<file path="src/inc/pdc_pkg.sv">
package pdc_pkg;
  // Register addresses on the serial control port
  localparam logic [14:0] ADR_REF_CTRL = 15'h003C;
  localparam logic [14:0] ADR_FBDIV1 = 15'h003D;
  localparam logic [14:0] ADR_FBDIV2 = 15'h003E;
  localparam logic [14:0] ADR_BIAS = 15'h003F;
  localparam logic [14:0] ADR_PE = 15'h0048;
  localparam logic [14:0] ADR_AUX = 15'h0057;
  // Reset values
  localparam logic [7:0] RST_REF_CTRL = 8'h01;
  localparam logic [7:0] RST_FBDIV1 = 8'h00;
  localparam logic [7:0] RST_FBDIV2 = 8'h20;
  localparam logic [7:0] RST_BIAS = 8'h4F;
  localparam logic [7:0] RST_PE = 8'h00;
  localparam logic [7:0] RST_AUX = 8'h00;
  localparam logic [7:0] RD_UNMAPPED = 8'h00;
  // Field positions
  localparam int REF_EN_BIT = 0;
  localparam int POST_HI = 3;
  localparam int POST_LO = 2;
  localparam int PRE_HI = 1;
  localparam int PRE_LO = 0;
  localparam int LOOP_HI = 5;
  localparam int BIAS_HI = 6;
  localparam int PE_HI = 3;
  localparam int AUX_EN_BIT = 7;
  localparam int AUX_MODE_HI = 2;
  // Auxiliary output modes
  localparam logic [2:0] MODE_UI16 = 3'h0;
  localparam logic [2:0] MODE_UI32 = 3'h1;
  localparam logic [2:0] MODE_UI64 = 3'h2;
  localparam logic [2:0] MODE_TSTAMP = 3'h3;
  // Half periods of the auxiliary clocks, in unit intervals
  localparam logic [5:0] HALF_UI16 = 6'h08;
  localparam logic [5:0] HALF_UI32 = 6'h10;
  localparam logic [5:0] HALF_UI64 = 6'h20;
  // Divide ratios
  localparam logic [2:0] RATIO_NONE = 3'h0;
  localparam logic [2:0] RATIO_1 = 3'h1;
  localparam logic [2:0] RATIO_2 = 3'h2;
  localparam logic [2:0] RATIO_3 = 3'h3;
  localparam logic [2:0] RATIO_4 = 3'h4;
  localparam logic [2:0] RATIO_5 = 3'h5;
  localparam logic [1:0] CODE_0 = 2'h0;
  localparam logic [1:0] CODE_1 = 2'h1;
  localparam logic [1:0] CODE_2 = 2'h2;
  // Serial frame: one read flag, 15 address bits, 8 data bits
  localparam logic [4:0] SPI_HEAD_BITS = 5'h10;
  localparam logic [4:0] SPI_FRAME_BITS = 5'h18;
  localparam int SPI_RW_BIT = 15;

  typedef enum logic [3:0] {
    ST_IDLE = 4'h1,
    ST_HEAD = 4'h2,
    ST_DATA = 4'h4,
    ST_DONE = 4'h8
  } pdc_spi_state_t;

  function automatic logic [2:0] pdc_pre_ratio(input logic [1:0] code);
    if (code == CODE_0) begin
      return RATIO_5;
    end else if (code == CODE_1) begin
      return RATIO_4;
    end else if (code == CODE_2) begin
      return RATIO_3;
    end
    return RATIO_NONE;
  endfunction : pdc_pre_ratio

  function automatic logic [2:0] pdc_post_ratio(input logic [1:0] code);
    if (code == CODE_0) begin
      return RATIO_1;
    end else if (code == CODE_1) begin
      return RATIO_2;
    end else if (code == CODE_2) begin
      return RATIO_4;
    end
    return RATIO_NONE;
  endfunction : pdc_post_ratio

  function automatic logic [5:0] pdc_aux_half(input logic [2:0] mode);
    if (mode == MODE_UI16) begin
      return HALF_UI16;
    end else if (mode == MODE_UI32) begin
      return HALF_UI32;
    end
    return HALF_UI64;
  endfunction : pdc_aux_half
endpackage : pdc_pkg

</file>
<file path="src/inc/pdc_div_if.sv">
`timescale 1ns/10ps
interface pdc_div_if #(parameter int W = 6);
  logic clear;
  logic tick;
  logic [W-1:0] ratio;
  logic pulse;
  logic level;
  modport div (input clear, input tick, input ratio, output pulse,
               output level);
  modport ctl (output clear, output tick, output ratio, input pulse,
               input level);
endinterface : pdc_div_if

</file>
<file path="src/design/pdc_divider.sv">
`timescale 1ns/10ps
module pdc_divider #(parameter int W = 6) (
  input wire logic clock,
  input wire logic nrst,
  pdc_div_if.div dv
);
  logic [W-1:0] cnt_ff;
  logic [W-1:0] nxt_cnt;
  logic pulse_ff;
  logic nxt_pulse;
  logic level_ff;
  logic nxt_level;
  logic wrap;

  // Ratio 0 wraps at all ones, so it divides by two to the W
  assign wrap = (cnt_ff >= W'(dv.ratio - 1'b1));

  always_comb begin
    nxt_cnt = cnt_ff;
    nxt_pulse = 1'b0;
    nxt_level = level_ff;
    if (dv.clear) begin
      nxt_cnt = '0;
      nxt_level = 1'b0;
    end else if (dv.tick) begin
      if (wrap) begin
        nxt_cnt = '0;
        nxt_pulse = 1'b1;
        nxt_level = ~level_ff;
      end else begin
        nxt_cnt = W'(cnt_ff + 1'b1);
      end
    end
  end

  always_ff @(posedge clock) begin
    if (!nrst) begin
      cnt_ff <= '0;
      pulse_ff <= 1'b0;
      level_ff <= 1'b0;
    end else begin
      cnt_ff <= nxt_cnt;
      pulse_ff <= nxt_pulse;
      level_ff <= nxt_level;
    end
  end

  assign dv.pulse = pulse_ff;
  assign dv.level = level_ff;
endmodule : pdc_divider

</file>
<file path="src/design/pdc_top.sv">
`timescale 1ns/10ps
// What this block does
// - Reference output runs when its enable bit is set and PLL is on.
// - Reference output enable comes out of reset set.
// - Post divider codes 0,1,2 divide by 1,2,4; output is sampling clock.
// - Prescale codes 0,1,2 divide by 5,4,3; output feeds post divider.
// - Loop divider divides sampling clock by its value, 1 to 63.
// - Loop divider resets to divide by thirty-two.
// - One pre-emphasis setting drives all eight lanes.
// - Auxiliary enable bit turns auxiliary buffer and divider on or off.
// - Aux modes 0,1,2 give 16,32,64 UI clocks; 3 gives timestamp.
// - Aux clock modes follow serializer and break on its reinit.
// - Active pin override turns the PLL on from its value bit.
module pdc_top
  import pdc_pkg::*;
#(
  parameter int LANES = 8,
  parameter int PE_W = 4
) (
  input wire logic clock,
  input wire logic nrst,
  input wire logic spi_csb_n,
  input wire logic spi_sclk,
  input wire logic spi_sdi,
  output logic spi_sdo,
  output logic spi_sdo_oe,
  input wire logic pll_enable_pin,
  input wire logic override_active,
  input wire logic override_pll_on_value,
  input wire logic synth_pll_reset,
  input wire logic sample_tick,
  input wire logic ui_tick,
  input wire logic ser_reinit,
  input wire logic timestamp_input,
  output logic pll_on,
  output logic synth_ref_output,
  output logic [2:0] prescale_ratio,
  output logic [2:0] post_ratio,
  output logic [5:0] loop_ratio,
  output logic feedback_tick,
  output logic [6:0] oscillator_bias,
  output logic [LANES*PE_W-1:0] lane_preemphasis,
  output logic aux_output_enable,
  output logic aux_clock_output
);
  pdc_spi_state_t st_ff, nxt_st;
  logic sclk_ff, nxt_sclk;
  logic [4:0] bit_ff, nxt_bit;
  logic [15:0] head_ff, nxt_head;
  logic [7:0] din_ff, nxt_din;
  logic [7:0] dout_ff, nxt_dout;
  logic sdo_ff, nxt_sdo;
  logic oe_ff, nxt_oe;
  logic rise, fall;
  logic [14:0] adr;
  logic [7:0] rd_data;
  logic wr_en;

  logic [7:0] ref_ctrl_ff, nxt_ref_ctrl;
  logic [7:0] fbdiv1_ff, nxt_fbdiv1;
  logic [7:0] fbdiv2_ff, nxt_fbdiv2;
  logic [7:0] bias_ff, nxt_bias;
  logic [7:0] pe_ff, nxt_pe;
  logic [7:0] aux_ctrl_ff, nxt_aux_ctrl;

  logic rst_hold_ff, nxt_rst_hold;
  logic [2:0] pre_ff, nxt_pre;
  logic [2:0] post_ff, nxt_post;
  logic [5:0] loop_ff, nxt_loop;
  logic ref_out_ff, nxt_ref_out;
  logic [LANES*PE_W-1:0] lanes_ff, nxt_lanes;
  logic ts_ff, nxt_ts;
  logic aux_out_ff, nxt_aux_out;
  logic [2:0] aux_mode;
  logic aux_en;
  logic aux_clk_mode;

  pdc_div_if #(.W(6)) loop_if ();
  pdc_div_if #(.W(6)) aux_if ();

  assign rise = spi_sclk & ~sclk_ff;
  assign fall = ~spi_sclk & sclk_ff;
  assign adr = head_ff[SPI_RW_BIT-1:0];

  // Serial control port; a frame aborted by chip select high is dropped
  always_comb begin
    nxt_st = st_ff;
    nxt_sclk = spi_sclk;
    nxt_bit = bit_ff;
    nxt_head = head_ff;
    nxt_din = din_ff;
    nxt_dout = dout_ff;
    nxt_sdo = sdo_ff;
    nxt_oe = oe_ff;
    wr_en = 1'b0;
    if (spi_csb_n) begin
      nxt_st = ST_IDLE;
      nxt_bit = '0;
      nxt_oe = 1'b0;
      nxt_sdo = 1'b0;
    end else begin
      case (st_ff)
        ST_IDLE: begin
          nxt_st = ST_HEAD;
          nxt_bit = '0;
        end
        ST_HEAD: begin
          if (rise) begin
            nxt_head = {head_ff[14:0], spi_sdi};
            nxt_bit = 5'(bit_ff + 1'b1);
            if (nxt_bit == SPI_HEAD_BITS) begin
              nxt_st = ST_DATA;
              nxt_dout = rd_data;
              nxt_oe = head_ff[SPI_RW_BIT-1];
            end
          end
        end
        ST_DATA: begin
          if (fall && oe_ff) begin
            nxt_sdo = dout_ff[7];
            nxt_dout = {dout_ff[6:0], 1'b0};
          end
          if (rise) begin
            nxt_din = {din_ff[6:0], spi_sdi};
            nxt_bit = 5'(bit_ff + 1'b1);
            if (nxt_bit == SPI_FRAME_BITS) begin
              nxt_st = ST_DONE;
              wr_en = ~head_ff[SPI_RW_BIT];
            end
          end
        end
        ST_DONE: begin
          nxt_st = ST_DONE;
        end
        default: begin
          nxt_st = ST_IDLE;
        end
      endcase
    end
  end

  // The address is completed here with the live sdi bit, on the edge that shifts it into head_ff
  always_comb begin
    logic [14:0] a;
    a = {head_ff[13:0], spi_sdi};
    if (a == ADR_REF_CTRL) begin
      rd_data = ref_ctrl_ff;
    end else if (a == ADR_FBDIV1) begin
      rd_data = fbdiv1_ff;
    end else if (a == ADR_FBDIV2) begin
      rd_data = fbdiv2_ff;
    end else if (a == ADR_BIAS) begin
      rd_data = bias_ff;
    end else if (a == ADR_PE) begin
      rd_data = pe_ff;
    end else if (a == ADR_AUX) begin
      rd_data = aux_ctrl_ff;
    end else begin
      rd_data = RD_UNMAPPED;
    end
  end

  // Reserved bits are stored as written and read back unchanged
  always_comb begin
    logic [7:0] d;
    d = {din_ff[6:0], spi_sdi};
    nxt_ref_ctrl = ref_ctrl_ff;
    nxt_fbdiv1 = fbdiv1_ff;
    nxt_fbdiv2 = fbdiv2_ff;
    nxt_bias = bias_ff;
    nxt_pe = pe_ff;
    nxt_aux_ctrl = aux_ctrl_ff;
    if (wr_en) begin
      if (adr == ADR_REF_CTRL) begin
        nxt_ref_ctrl = d;
      end else if (adr == ADR_FBDIV1) begin
        nxt_fbdiv1 = d;
      end else if (adr == ADR_FBDIV2) begin
        nxt_fbdiv2 = d;
      end else if (adr == ADR_BIAS) begin
        nxt_bias = d;
      end else if (adr == ADR_PE) begin
        nxt_pe = d;
      end else if (adr == ADR_AUX) begin
        nxt_aux_ctrl = d;
      end
    end
  end

  always_ff @(posedge clock) begin
    if (!nrst) begin
      st_ff <= ST_IDLE;
      sclk_ff <= 1'b0;
      bit_ff <= '0;
      head_ff <= '0;
      din_ff <= '0;
      dout_ff <= '0;
      sdo_ff <= 1'b0;
      oe_ff <= 1'b0;
      ref_ctrl_ff <= RST_REF_CTRL;
      fbdiv1_ff <= RST_FBDIV1;
      fbdiv2_ff <= RST_FBDIV2;
      bias_ff <= RST_BIAS;
      pe_ff <= RST_PE;
      aux_ctrl_ff <= RST_AUX;
    end else begin
      st_ff <= nxt_st;
      sclk_ff <= nxt_sclk;
      bit_ff <= nxt_bit;
      head_ff <= nxt_head;
      din_ff <= nxt_din;
      dout_ff <= nxt_dout;
      sdo_ff <= nxt_sdo;
      oe_ff <= nxt_oe;
      ref_ctrl_ff <= nxt_ref_ctrl;
      fbdiv1_ff <= nxt_fbdiv1;
      fbdiv2_ff <= nxt_fbdiv2;
      bias_ff <= nxt_bias;
      pe_ff <= nxt_pe;
      aux_ctrl_ff <= nxt_aux_ctrl;
    end
  end

  assign pll_on = override_active ? override_pll_on_value
                                  : pll_enable_pin;
  assign aux_en = aux_ctrl_ff[AUX_EN_BIT];
  assign aux_mode = aux_ctrl_ff[AUX_MODE_HI:0];
  assign aux_clk_mode = (aux_mode <= MODE_UI64);

  // Ratios move only on release of PLL reset, so the loop never sees a
  // half-applied setting while software rewrites the fields
  always_comb begin
    nxt_rst_hold = synth_pll_reset;
    nxt_pre = pre_ff;
    nxt_post = post_ff;
    nxt_loop = loop_ff;
    if (rst_hold_ff && !synth_pll_reset) begin
      nxt_pre = pdc_pre_ratio(fbdiv1_ff[PRE_HI:PRE_LO]);
      nxt_post = pdc_post_ratio(fbdiv1_ff[POST_HI:POST_LO]);
      nxt_loop = fbdiv2_ff[LOOP_HI:0];
    end
    nxt_ref_out = ref_ctrl_ff[REF_EN_BIT] & pll_on;
    nxt_lanes = {LANES{pe_ff[PE_HI:0]}};
    nxt_ts = timestamp_input;
    nxt_aux_out = 1'b0;
    if (aux_en) begin
      if (aux_clk_mode) begin
        nxt_aux_out = aux_if.level;
      end else if (aux_mode == MODE_TSTAMP) begin
        nxt_aux_out = ts_ff;
      end
    end
  end

  always_ff @(posedge clock) begin
    if (!nrst) begin
      rst_hold_ff <= 1'b0;
      pre_ff <= RATIO_5;
      post_ff <= RATIO_1;
      loop_ff <= RST_FBDIV2[LOOP_HI:0];
      ref_out_ff <= 1'b0;
      lanes_ff <= '0;
      ts_ff <= 1'b0;
      aux_out_ff <= 1'b0;
    end else begin
      rst_hold_ff <= nxt_rst_hold;
      pre_ff <= nxt_pre;
      post_ff <= nxt_post;
      loop_ff <= nxt_loop;
      ref_out_ff <= nxt_ref_out;
      lanes_ff <= nxt_lanes;
      ts_ff <= nxt_ts;
      aux_out_ff <= nxt_aux_out;
    end
  end

  assign loop_if.clear = synth_pll_reset | ~pll_on;
  assign loop_if.tick = sample_tick;
  assign loop_if.ratio = loop_ff;
  // Mode is sampled live; changing it while enabled would glitch
  assign aux_if.clear = ~aux_en | ser_reinit | ~aux_clk_mode;
  assign aux_if.tick = ui_tick;
  assign aux_if.ratio = pdc_aux_half(aux_mode);

  pdc_divider #(.W(6)) u_loop_div (.clock(clock), .nrst(nrst),
    .dv(loop_if.div));
  pdc_divider #(.W(6)) u_aux_div (.clock(clock), .nrst(nrst),
    .dv(aux_if.div));

  assign spi_sdo = sdo_ff;
  assign spi_sdo_oe = oe_ff;
  assign synth_ref_output = ref_out_ff;
  assign prescale_ratio = pre_ff;
  assign post_ratio = post_ff;
  assign loop_ratio = loop_ff;
  assign feedback_tick = loop_if.pulse;
  assign oscillator_bias = bias_ff[BIAS_HI:0];
  assign lane_preemphasis = lanes_ff;
  assign aux_output_enable = aux_en;
  assign aux_clock_output = aux_out_ff;

  // Outputs lag one edge, so the edge after reset release is left out
  chk_ref_gate: assert property (@(posedge clock)
    disable iff (!nrst) $past(nrst) |->
      synth_ref_output == ($past(ref_ctrl_ff[REF_EN_BIT]) && $past(pll_on)))
    else $error("reference output gate wrong");
  chk_ref_default: assert property (@(posedge clock)
    $past(!nrst) && nrst |-> ref_ctrl_ff[REF_EN_BIT])
    else $error("reference enable not set after reset");
  chk_post_apply: assert property (@(posedge clock)
    disable iff (!nrst) $past(nrst) && $fell(synth_pll_reset) |=>
      post_ratio == pdc_post_ratio($past(fbdiv1_ff[POST_HI:POST_LO])))
    else $error("post ratio not applied");
  chk_pre_apply: assert property (@(posedge clock)
    disable iff (!nrst) $past(nrst) && $fell(synth_pll_reset) |=>
      prescale_ratio == pdc_pre_ratio($past(fbdiv1_ff[PRE_HI:PRE_LO])))
    else $error("prescale ratio not applied");
  chk_loop_one: assert property (@(posedge clock)
    disable iff (!nrst)
      loop_ratio == 6'h01 && sample_tick && !loop_if.clear |=> feedback_tick)
    else $error("divide by one missed a pulse");
  chk_loop_clear: assert property (@(posedge clock)
    disable iff (!nrst) loop_if.clear |=> !feedback_tick)
    else $error("feedback pulse while cleared");
  chk_loop_default: assert property (@(posedge clock)
    $past(!nrst) && nrst |-> loop_ratio == RST_FBDIV2[LOOP_HI:0])
    else $error("loop ratio reset value wrong");
  chk_lane_common: assert property (@(posedge clock)
    disable iff (!nrst) $past(nrst) |->
      lane_preemphasis == {LANES{$past(pe_ff[PE_HI:0])}})
    else $error("lanes differ from common setting");
  chk_aux_off: assert property (@(posedge clock)
    disable iff (!nrst) !aux_en |=> !aux_clock_output)
    else $error("aux output active while disabled");
  chk_aux_tstamp: assert property (@(posedge clock)
    disable iff (!nrst)
      aux_en && aux_mode == MODE_TSTAMP |=> aux_clock_output == $past(ts_ff))
    else $error("timestamp not passed to aux output");
  chk_aux_reinit: assert property (@(posedge clock)
    disable iff (!nrst)
      (ser_reinit && aux_en && aux_clk_mode) [*2] |=> !aux_clock_output)
    else $error("aux clock not stopped by reinit");
  chk_ovr_off: assert property (@(posedge clock)
    disable iff (!nrst)
      override_active && !override_pll_on_value |=> !synth_ref_output)
    else $error("override off did not stop reference output");
  chk_apply_hold: assert property (@(posedge clock)
    disable iff (!nrst)
      synth_pll_reset |=> $stable(loop_ratio) && $stable(post_ratio))
    else $error("ratio changed while PLL reset held");
endmodule : pdc_top

</file>
<file path="config.mk">
export PLATFORM = sky130hd
export DESIGN_NAME = pdc_top
export DESIGN_NICKNAME = d
export VERILOG_FILES = /design/src/inc/pdc_pkg.sv /design/src/inc/pdc_div_if.sv /design/src/design/pdc_divider.sv /design/src/design/pdc_top.sv
export SDC_FILE = /design/constraint.sdc
export NUM_CORES = 1
export LEC_CHECK = 0
export BUFFER_PORTS_ARGS = -buffer_cell sky130_fd_sc_hd__buf_2
export CAP_MARGIN = 20
export CORE_MARGIN = 2
export CORE_UTILIZATION = 62
export CTS_CLUSTER_DIAMETER = 120
export DETAILED_ROUTE_END_ITERATION = 16
export PLACE_DENSITY = 0.89
export SETUP_SLACK_MARGIN = 0.5
export SKIP_CTS_REPAIR_TIMING = 1
export SLEW_MARGIN = 10
export SYNTH_ARGS = -nofsm -noshare
export SYNTH_HDL_FRONTEND = slang
export SYNTH_SLANG_ARGS = --single-unit
export TNS_END_PERCENT = 5
</file>
<file path="constraint.sdc">
create_clock -name clock -period 8.1 [get_ports clock]
set_clock_uncertainty 0.2 [all_clocks]
set_input_delay 1.62 -clock clock [delete_from_list [all_inputs] [get_ports clock]]
set_output_delay 1.62 -clock clock [all_outputs]
set_load 0.02 [all_outputs]
</file>
* Word-level counts from Yosys, hierarchy flattened
Index checks and enable logic that the tools add are counted.
Storage, ports and cells: register bits after elaboration 153, input bits 13, logic and storage cells 161
Operators by class: add/sub/neg operators 5, $lt $le $gt $ge 3, equality and inequality tests 30, muxes and demuxes 48, bitwise gates (word level) 21, reductions and logical operators 28
Operators with widths (number):
- $eq 15x6->1 const B | 8
- $mux 8 | 9
- $eq 15x7->1 const B | 4
- $mux 6 | 5
- $mux 3 | 8
- $mux 1 | 18
- $mux 4 | 4
- $pmux 4 s4 | 1
- $pmux 8 s2 | 1
- $not 1->1 | 15
- $add 6x1->6 const B | 2
- $ge 6x6->1 | 2
- $reduce_and 3->1 | 4
- $sub 6x1->6 const B | 2
- $eq 5x5->1 const B | 2
- $ne 2x2->1 const B | 5
- $pmux 5 s2 | 1
- $reduce_and 2->1 | 5
- $reduce_and 5->1 | 2
- $reduce_and 4->1 | 2
- $reduce_or 2->1 | 4
- $reduce_and 7->1 | 1
- $reduce_and 6->1 | 1
- $add 5x1->5 const B | 1
- 19 further kinds | 28

* Logic depth before layout (Yosys ltp)
Gate-level depths: netlist (run 1).
depth after elaboration 10, depth in mapped cells 10, mapped depth without buffers 10

* Modules after synthesis
From an unflattened synthesis (run 1), not the netlist that was laid out.
Unflattened totals: cell total of the unflattened synthesis 701, area total of the unflattened synthesis 6154.7 um^2
Modules (own cells, without submodules):
- pdc_top | times used 1, cells each 579, area an instance 5063.6 um^2, sequential area each 2222.1 um^2
- pdc_divider | times used 2, cells each 61, area an instance 545.5 um^2, sequential area each 160.2 um^2

* Worst setup path after synthesis (run 1)
OpenSTA, ideal clock, no wires.
path kind input -> output, start point input override_active, end point output pll_on, arrival time 1.995 ns, required time 6.280 ns, setup slack 4.285 ns, stages 1, cells stage by stage mux2_2
On the way: word-level cells in the longest chain between the ends 1
RTL lines:
- start: declaration | line pdc_top.sv:28 | input wire logic override_active,
- $mux 1 | line pdc_top.sv:224 | assign pll_on = override_active ? override_pll_on_value
- end: declaration | line pdc_top.sv:35 | output logic pll_on,
Every way passes these cells.

* Final worst setup path (run 1)
Ends and elaborated chain as after synthesis.

==> results of run 1 <==
cells in the mapped netlist (10+ instances only):
library cell,count,share of area (%)
a21oi_1,22,1.9
and2_1,14,1.5
nor2_1,102,6.6
dfxtp_1,125,43
mux2i_1,75,13
xnor2_1,11,1.7
o21ai_0,11,0.94
nand3_1,11,0.94
clkbuf_1,29,1.9
buf_4,35,4.5
nand3b_1,10,1.3
nand2_1,48,3.1
ha_1,14,3.0
layer usage:
layer  GRT usage [%]  routed length [um]  vias to the layer above
met5               0                   0                        -
met4            10.6                 375                        0
met3            8.46                1080                       40
met2            44.5                6500                      242
met1            33.9                5670                     2281
li1                -                   -                     2213
registers in the layout, summed over array words and instances (netlist names), 7 cells and up:
register,count
aux_ctrl_ff,8
pe_ff,8
fbdiv1_ff,8
bias_ff,8
din_ff,7
fbdiv2_ff,8
ref_ctrl_ff,8
head_ff,16
dout_ff,8
power groups by stage:
stage / combinational, mW / sequential [mW] / clock, mW
after floorplan: 0.0214 / 0.635 / 0
final: 0.0348 / 0.621 / 0.740
after CTS: 0.0344 / 0.620 / 0.740
after global placement: 0.0314 / 0.634 / 0
after global routing: 0.0381 / 0.621 / 0.772
after detailed placement: 0.0341 / 0.634 / 0
logic make-up after synthesis:
kind of cell             after synthesis
flip-flops                           125
adder cells (fa/ha/maj)               14
AND/OR/NAND/NOR                      246
XOR/XNOR                              20
multiplexers                          81
AO/OA/AOI/OAI                         70
other                                  1
buffers and inverters                 76
critical path: stages:
cell and delay [ns]:
buf_2 0.08, mux2_2 0.36, buf_2 0.17
cell type report:
cell class | instances | area (um^2) | share of cell area (%)
Timing Repair Buffer | 75 | 400 | 6.11
Multi-Input combinational cell | 432 | 2920 | 44.5
Clock buffer | 17 | 414 | 6.32
Tap cell | 111 | 139 | 2.12
Inverter | 6 | 22.5 | 0.344
Clock inverter | 15 | 161 | 2.46
Sequential cell | 125 | 2500 | 38.2
through the flow:
stage,area [um^2],setup slack [ns],std cells
floorplan,5830,4.29,633
global placement,5950,3.81,747
detailed placement,5970,3.77,748
CTS,6550,4.06,780
global route,6560,4.05,781
finish,6560,4.06,781
path summary, 6_finish.rpt:
kind | slack [ns] | depth (start not counted) | start | to
worst max-delay path | 4.06 | 3 | override_active | pll_on
worst min-delay path | 0.25 | 2 | post_ratio[1] | post_ratio[1]
worst max register to register | 4.60 | 6 | st_ff[0] | ref_ctrl_ff[0]
worst min register to register | 0.25 | 2 | post_ratio[1] | post_ratio[1]
==> results.ini, run 1 <==
[outcome]
outcome = complete, no violations

[yosys]
synth_compound_area_share_pct = 7.84
syn_area_per_cell_um2 = 9.21
async_flop_share_pct = 0
synth_top_family_by_area = simple AND/OR/NAND/NOR gates
synth_cell_types = 52
ys_ff_latch = 125
synth_area_um2 = 5830
yosys_warnings = 0
syn-num-nets = 660
seq_area_frac_synth_pct = 42.9
synth_edf_count = 0
synthSimpleGateAreaFrac_pct = 20.9
synth_fa_ha_area_share_pct = 3.01
synthMuxAreaShare_pct = 15.0
yosys.area_share.xor_xnor_pct = 3.01
synthFlopType = dfxtp_1
synthCells = 633

[sta]
rsz0062_at_grt = false
whs_ns = 0.254
relSlewSlack_pct = 32.7
worst_pin_slew_ns = 0.995
setup_tns_ns = 0
hold_viol = 0
post-route-min-period_ns = 4.04
drv_slew = 0
max_freq_mhz = 247
finalCritPeriodShare_pct = 49.9
final-setup-viol-count = 0

[pwr]
finalPower_mw = 1.40
power.share.switching_pct = 23.3
p_per_area_nw_per_um2 = 213
p_int_mw = 1.07
power_frac_comb_pct = 2.5
cellLeakagePower_nw = 2.71
clkPwrFrac_pct = 53.0
switchingPower_mw = 0.326
peakVddDrop_uv = 130
pwr-share-seq_pct = 44.5

[clocking]
cts_buffers = 17
cts_tree = built
cts_root_buffer = clkbuf_8
cts_max_level = 4
cts.reportedPaths.clkPinSlew_ns = 0.06
cts_buffer_depth = 2
worstSkewPairLatency_ns = 0.54
clock_sinks = 125

[floorplanning]
ios = 71
fp.dieArea_um2 = 10200
die_x_um = 101
core.rowCount = 35
core-area_um2 = 9200
die_h_um = 101
start_util_pct = 63.4

[placement]
port_buffers = 70
gp_congestion = 0.933
dp_hpwl_mm = 8.68

[worst_setup_path]
end_kind = output pin
startpoint_type = input port
cp.required_ns = 6.28
cp.arrival_ns = 2.22
path_max_fanout = 3
crit_type = input port to output pin

[finish]
fillers = 627
num_antenna_cells = 0
final_cell_mix = dfxtp_1, nor2_1, mux2i_1
fin_util_pct = 71.3
area_growth_pct = 12.5
final_common_cell = dfxtp_1
nets = 684
drive_gt1_share_pct = 18.2

[flow_run]
cap_violations = 0

[global_route]
grt_max_degree = 51
grt_pass1_vias = 4457
grtUsageTotal_pct = 27.3
antenna_found_initial = 0
grt_overflow_total = 0
grt_pass1_wl_mm = 21.5

[drt]
drtIter0Drc = 401
detail_route.vias_per_cell = 6.12
dr_total_vias = 4776
drc_errors = 0
ant_nets = 0
drt_pass1_iterations = 7
wl_mm = 13.6
post_drt_wl_per_cell_um = 17.4

[hold_path]
worstHoldPathType = flop to flop

(Power assumes the default switching activity.)
==> run 2: changes to the inputs <==
CORE_UTILIZATION = 52   (was 62)
PLACE_DENSITY = 0.8   (was 0.89)
clock period = 3.5 ns   (was 8.1 ns; I/O delays follow)
==> results.ini, run 2 (synthesized netlist as in run 1, its figures left out) <==
[worst_setup_path]
cp.required_ns = 3.71  ; -2.57 ns
crit_type = flop to flop
startpoint_type = flop
path_max_fanout = 8  ; +5
critPathMaxStageDelay_ns = 0.54  ; +0.18 ns
worstPathCellList = or4b_1 -> or4_1 -> or3_1 -> or4_4 -> mux2i_1 -> nand2_1
end_kind = flop
cpMaxStageDelayCell = or4_4
cp.arrival_ns = 3.15  ; +0.93 ns

[drt]
drt-met1-wl_mm = 5.62  ; -0.90%
dr_wl_met3_um = 763  ; -29%
post_drt_wl_per_cell_um = 15.4  ; -12%
dr_total_vias = 4591  ; -3.9%
drtIter0Drc = 333  ; -17%
drc_errors = 0  ; unchanged
drt_pass1_iterations = 5  ; -2
wl_met2_mm = 6.01  ; -7.5%
ant_nets = 0  ; unchanged
top_layer_used = met4
detail_route.vias_per_cell = 5.59  ; -8.6%
wl_mm = 12.6  ; -7.4%

[finish]
final_cell_mix = dfxtp_1, nor2_1, mux2i_1
largest_register = head_ff
area_growth_pct = 16.0
largest_reg_flops = 16  ; unchanged
nets = 695  ; +1.6%
num_antenna_cells = 0  ; unchanged
drive_gt1_share_pct = 20.0  ; +1.8 points
fin_cells = 821  ; +5.1%
final_common_cell = dfxtp_1

[clocking]
worstSkewPairLatency_ns = 0.53  ; about the same
cts.reportedPaths.clkPinSlew_ns = 0.06  ; about the same
cts_tree = built
cts_buffer_depth = 2  ; unchanged
cts_buffers = 17  ; unchanged
cts_root_buffer = clkbuf_8
clock_sinks = 125  ; unchanged
cts_max_level = 4  ; unchanged

[placement]
port_buffers = 70  ; unchanged
dp_cells = 788  ; +5.3%
gp_congestion = 0.813  ; -13%
dp_hpwl_mm = 8.71  ; +0.31%

[flow_run]
cap_violations = 0  ; unchanged

[sta]
final-setup-viol-count = 0  ; unchanged
finalCritPeriodShare_pct = 83.9
hold_viol = 0  ; unchanged
worst_pin_slew_ns = 0.596  ; -0.399 ns
post-route-min-period_ns = 2.94
rsz0062_at_grt = true
setup_tns_ns = 0  ; unchanged
relSlewSlack_pct = 60.2  ; +27 points
drv_slew = 0  ; unchanged
max_freq_mhz = 341

[floorplanning]
start_util_pct = 53.5  ; -9.8 points
core.rowCount = 38  ; +8.6%
fp.dieArea_um2 = 12100  ; +18%
die_h_um = 110  ; +8.8%
die_x_um = 110  ; +8.8%
core-area_um2 = 10900  ; +18%
ios = 71  ; unchanged

[pwr]
finalPower_mw = 3.40  ; +140%
peakVddDrop_uv = 292  ; +120%
p_per_area_nw_per_um2 = 504  ; +140%
cellLeakagePower_nw = 2.81  ; +3.8%

[global_route]
grtUsageTotal_pct = 22.3  ; -5.0 points
grt_pass1_wl_mm = 20.9  ; -2.8%
antenna_found_initial = 0  ; unchanged
grt_overflow_total = 0  ; unchanged
grt_pass1_vias = 4378  ; -1.8%
grt_max_degree = 54  ; +5.9%

[outcome]
outcome = complete, no violations

[hold_path]
worstHoldPathType = input port to flop

[run 2: changes by cell type in the layout (fill, tap and decap cells not counted), moves of 2 or more]
| cell | delta |
|---|---|
| buf_4 | +11 |
| inv_6 | -4 |
| bufinv_16 | +3 |
| clkinvlp_4 | -3 |
| clkinv_4 | +2 |
| dfxtp_1 | -2 |
| dfxtp_2 | +2 |
| or4_1 | -2 |
| or4_4 | +2 |
[run 2: path summary, 6_finish.rpt]
path,from,end,slack [ns],depth (start not counted)
setup / recovery,st_ff[2],fbdiv2_ff[5],0.56,6
hold / removal,timestamp_input,ts_ff,0.18,2
setup reg to reg,st_ff[2],fbdiv2_ff[5],0.56,6
hold reg to reg,post_ratio[2],post_ratio[2],0.25,2
[run 2: layer usage]
layer	up-vias	global-route usage [%]
li1	2240	-
met5	-	0
met3	20	5.81
met1	2178	28.3
met2	153	35.7
met4	0	9.76
[run 2: metrics by stage]
step                      hold WS [ns]  utilization, %  cell area (um^2)  setup slack (ns)
after floorplan                  0.241               -              5840             0.503
after CTS                        0.160            61.8              6730             0.434
after global placement           0.240            55.7              6070             0.433
final                            0.184            62.1              6760             0.564
after detailed placement         0.246            55.9              6090             0.413
after global routing             0.178            62.1              6760             0.444
[run 2: cell type report]
class	instances	area, um^2
Fill cell	858	4130
Sequential cell	125	2500
Multi-Input combinational cell	432	2920
Inverter	6	22.5
Timing Repair Buffer	86	495
Tap cell	140	175
Clock inverter	14	216
Clock buffer	18	428
[run 2: worst max-delay path, delay by kind of cell (launching register included)]
| kind | cells | cell delay (ns) |
|---|---|---|
| multiplexers | 1 | 0.20 |
| flip-flops | 1 | 0.42 |
| AND/OR/NAND/NOR | 5 | 1.99 |
[run 2: where the power goes]
part           switching [mW]  internal [mW]
Clock                   0.638           1.25
Sequential            0.00584           1.43
Combinational          0.0548         0.0260
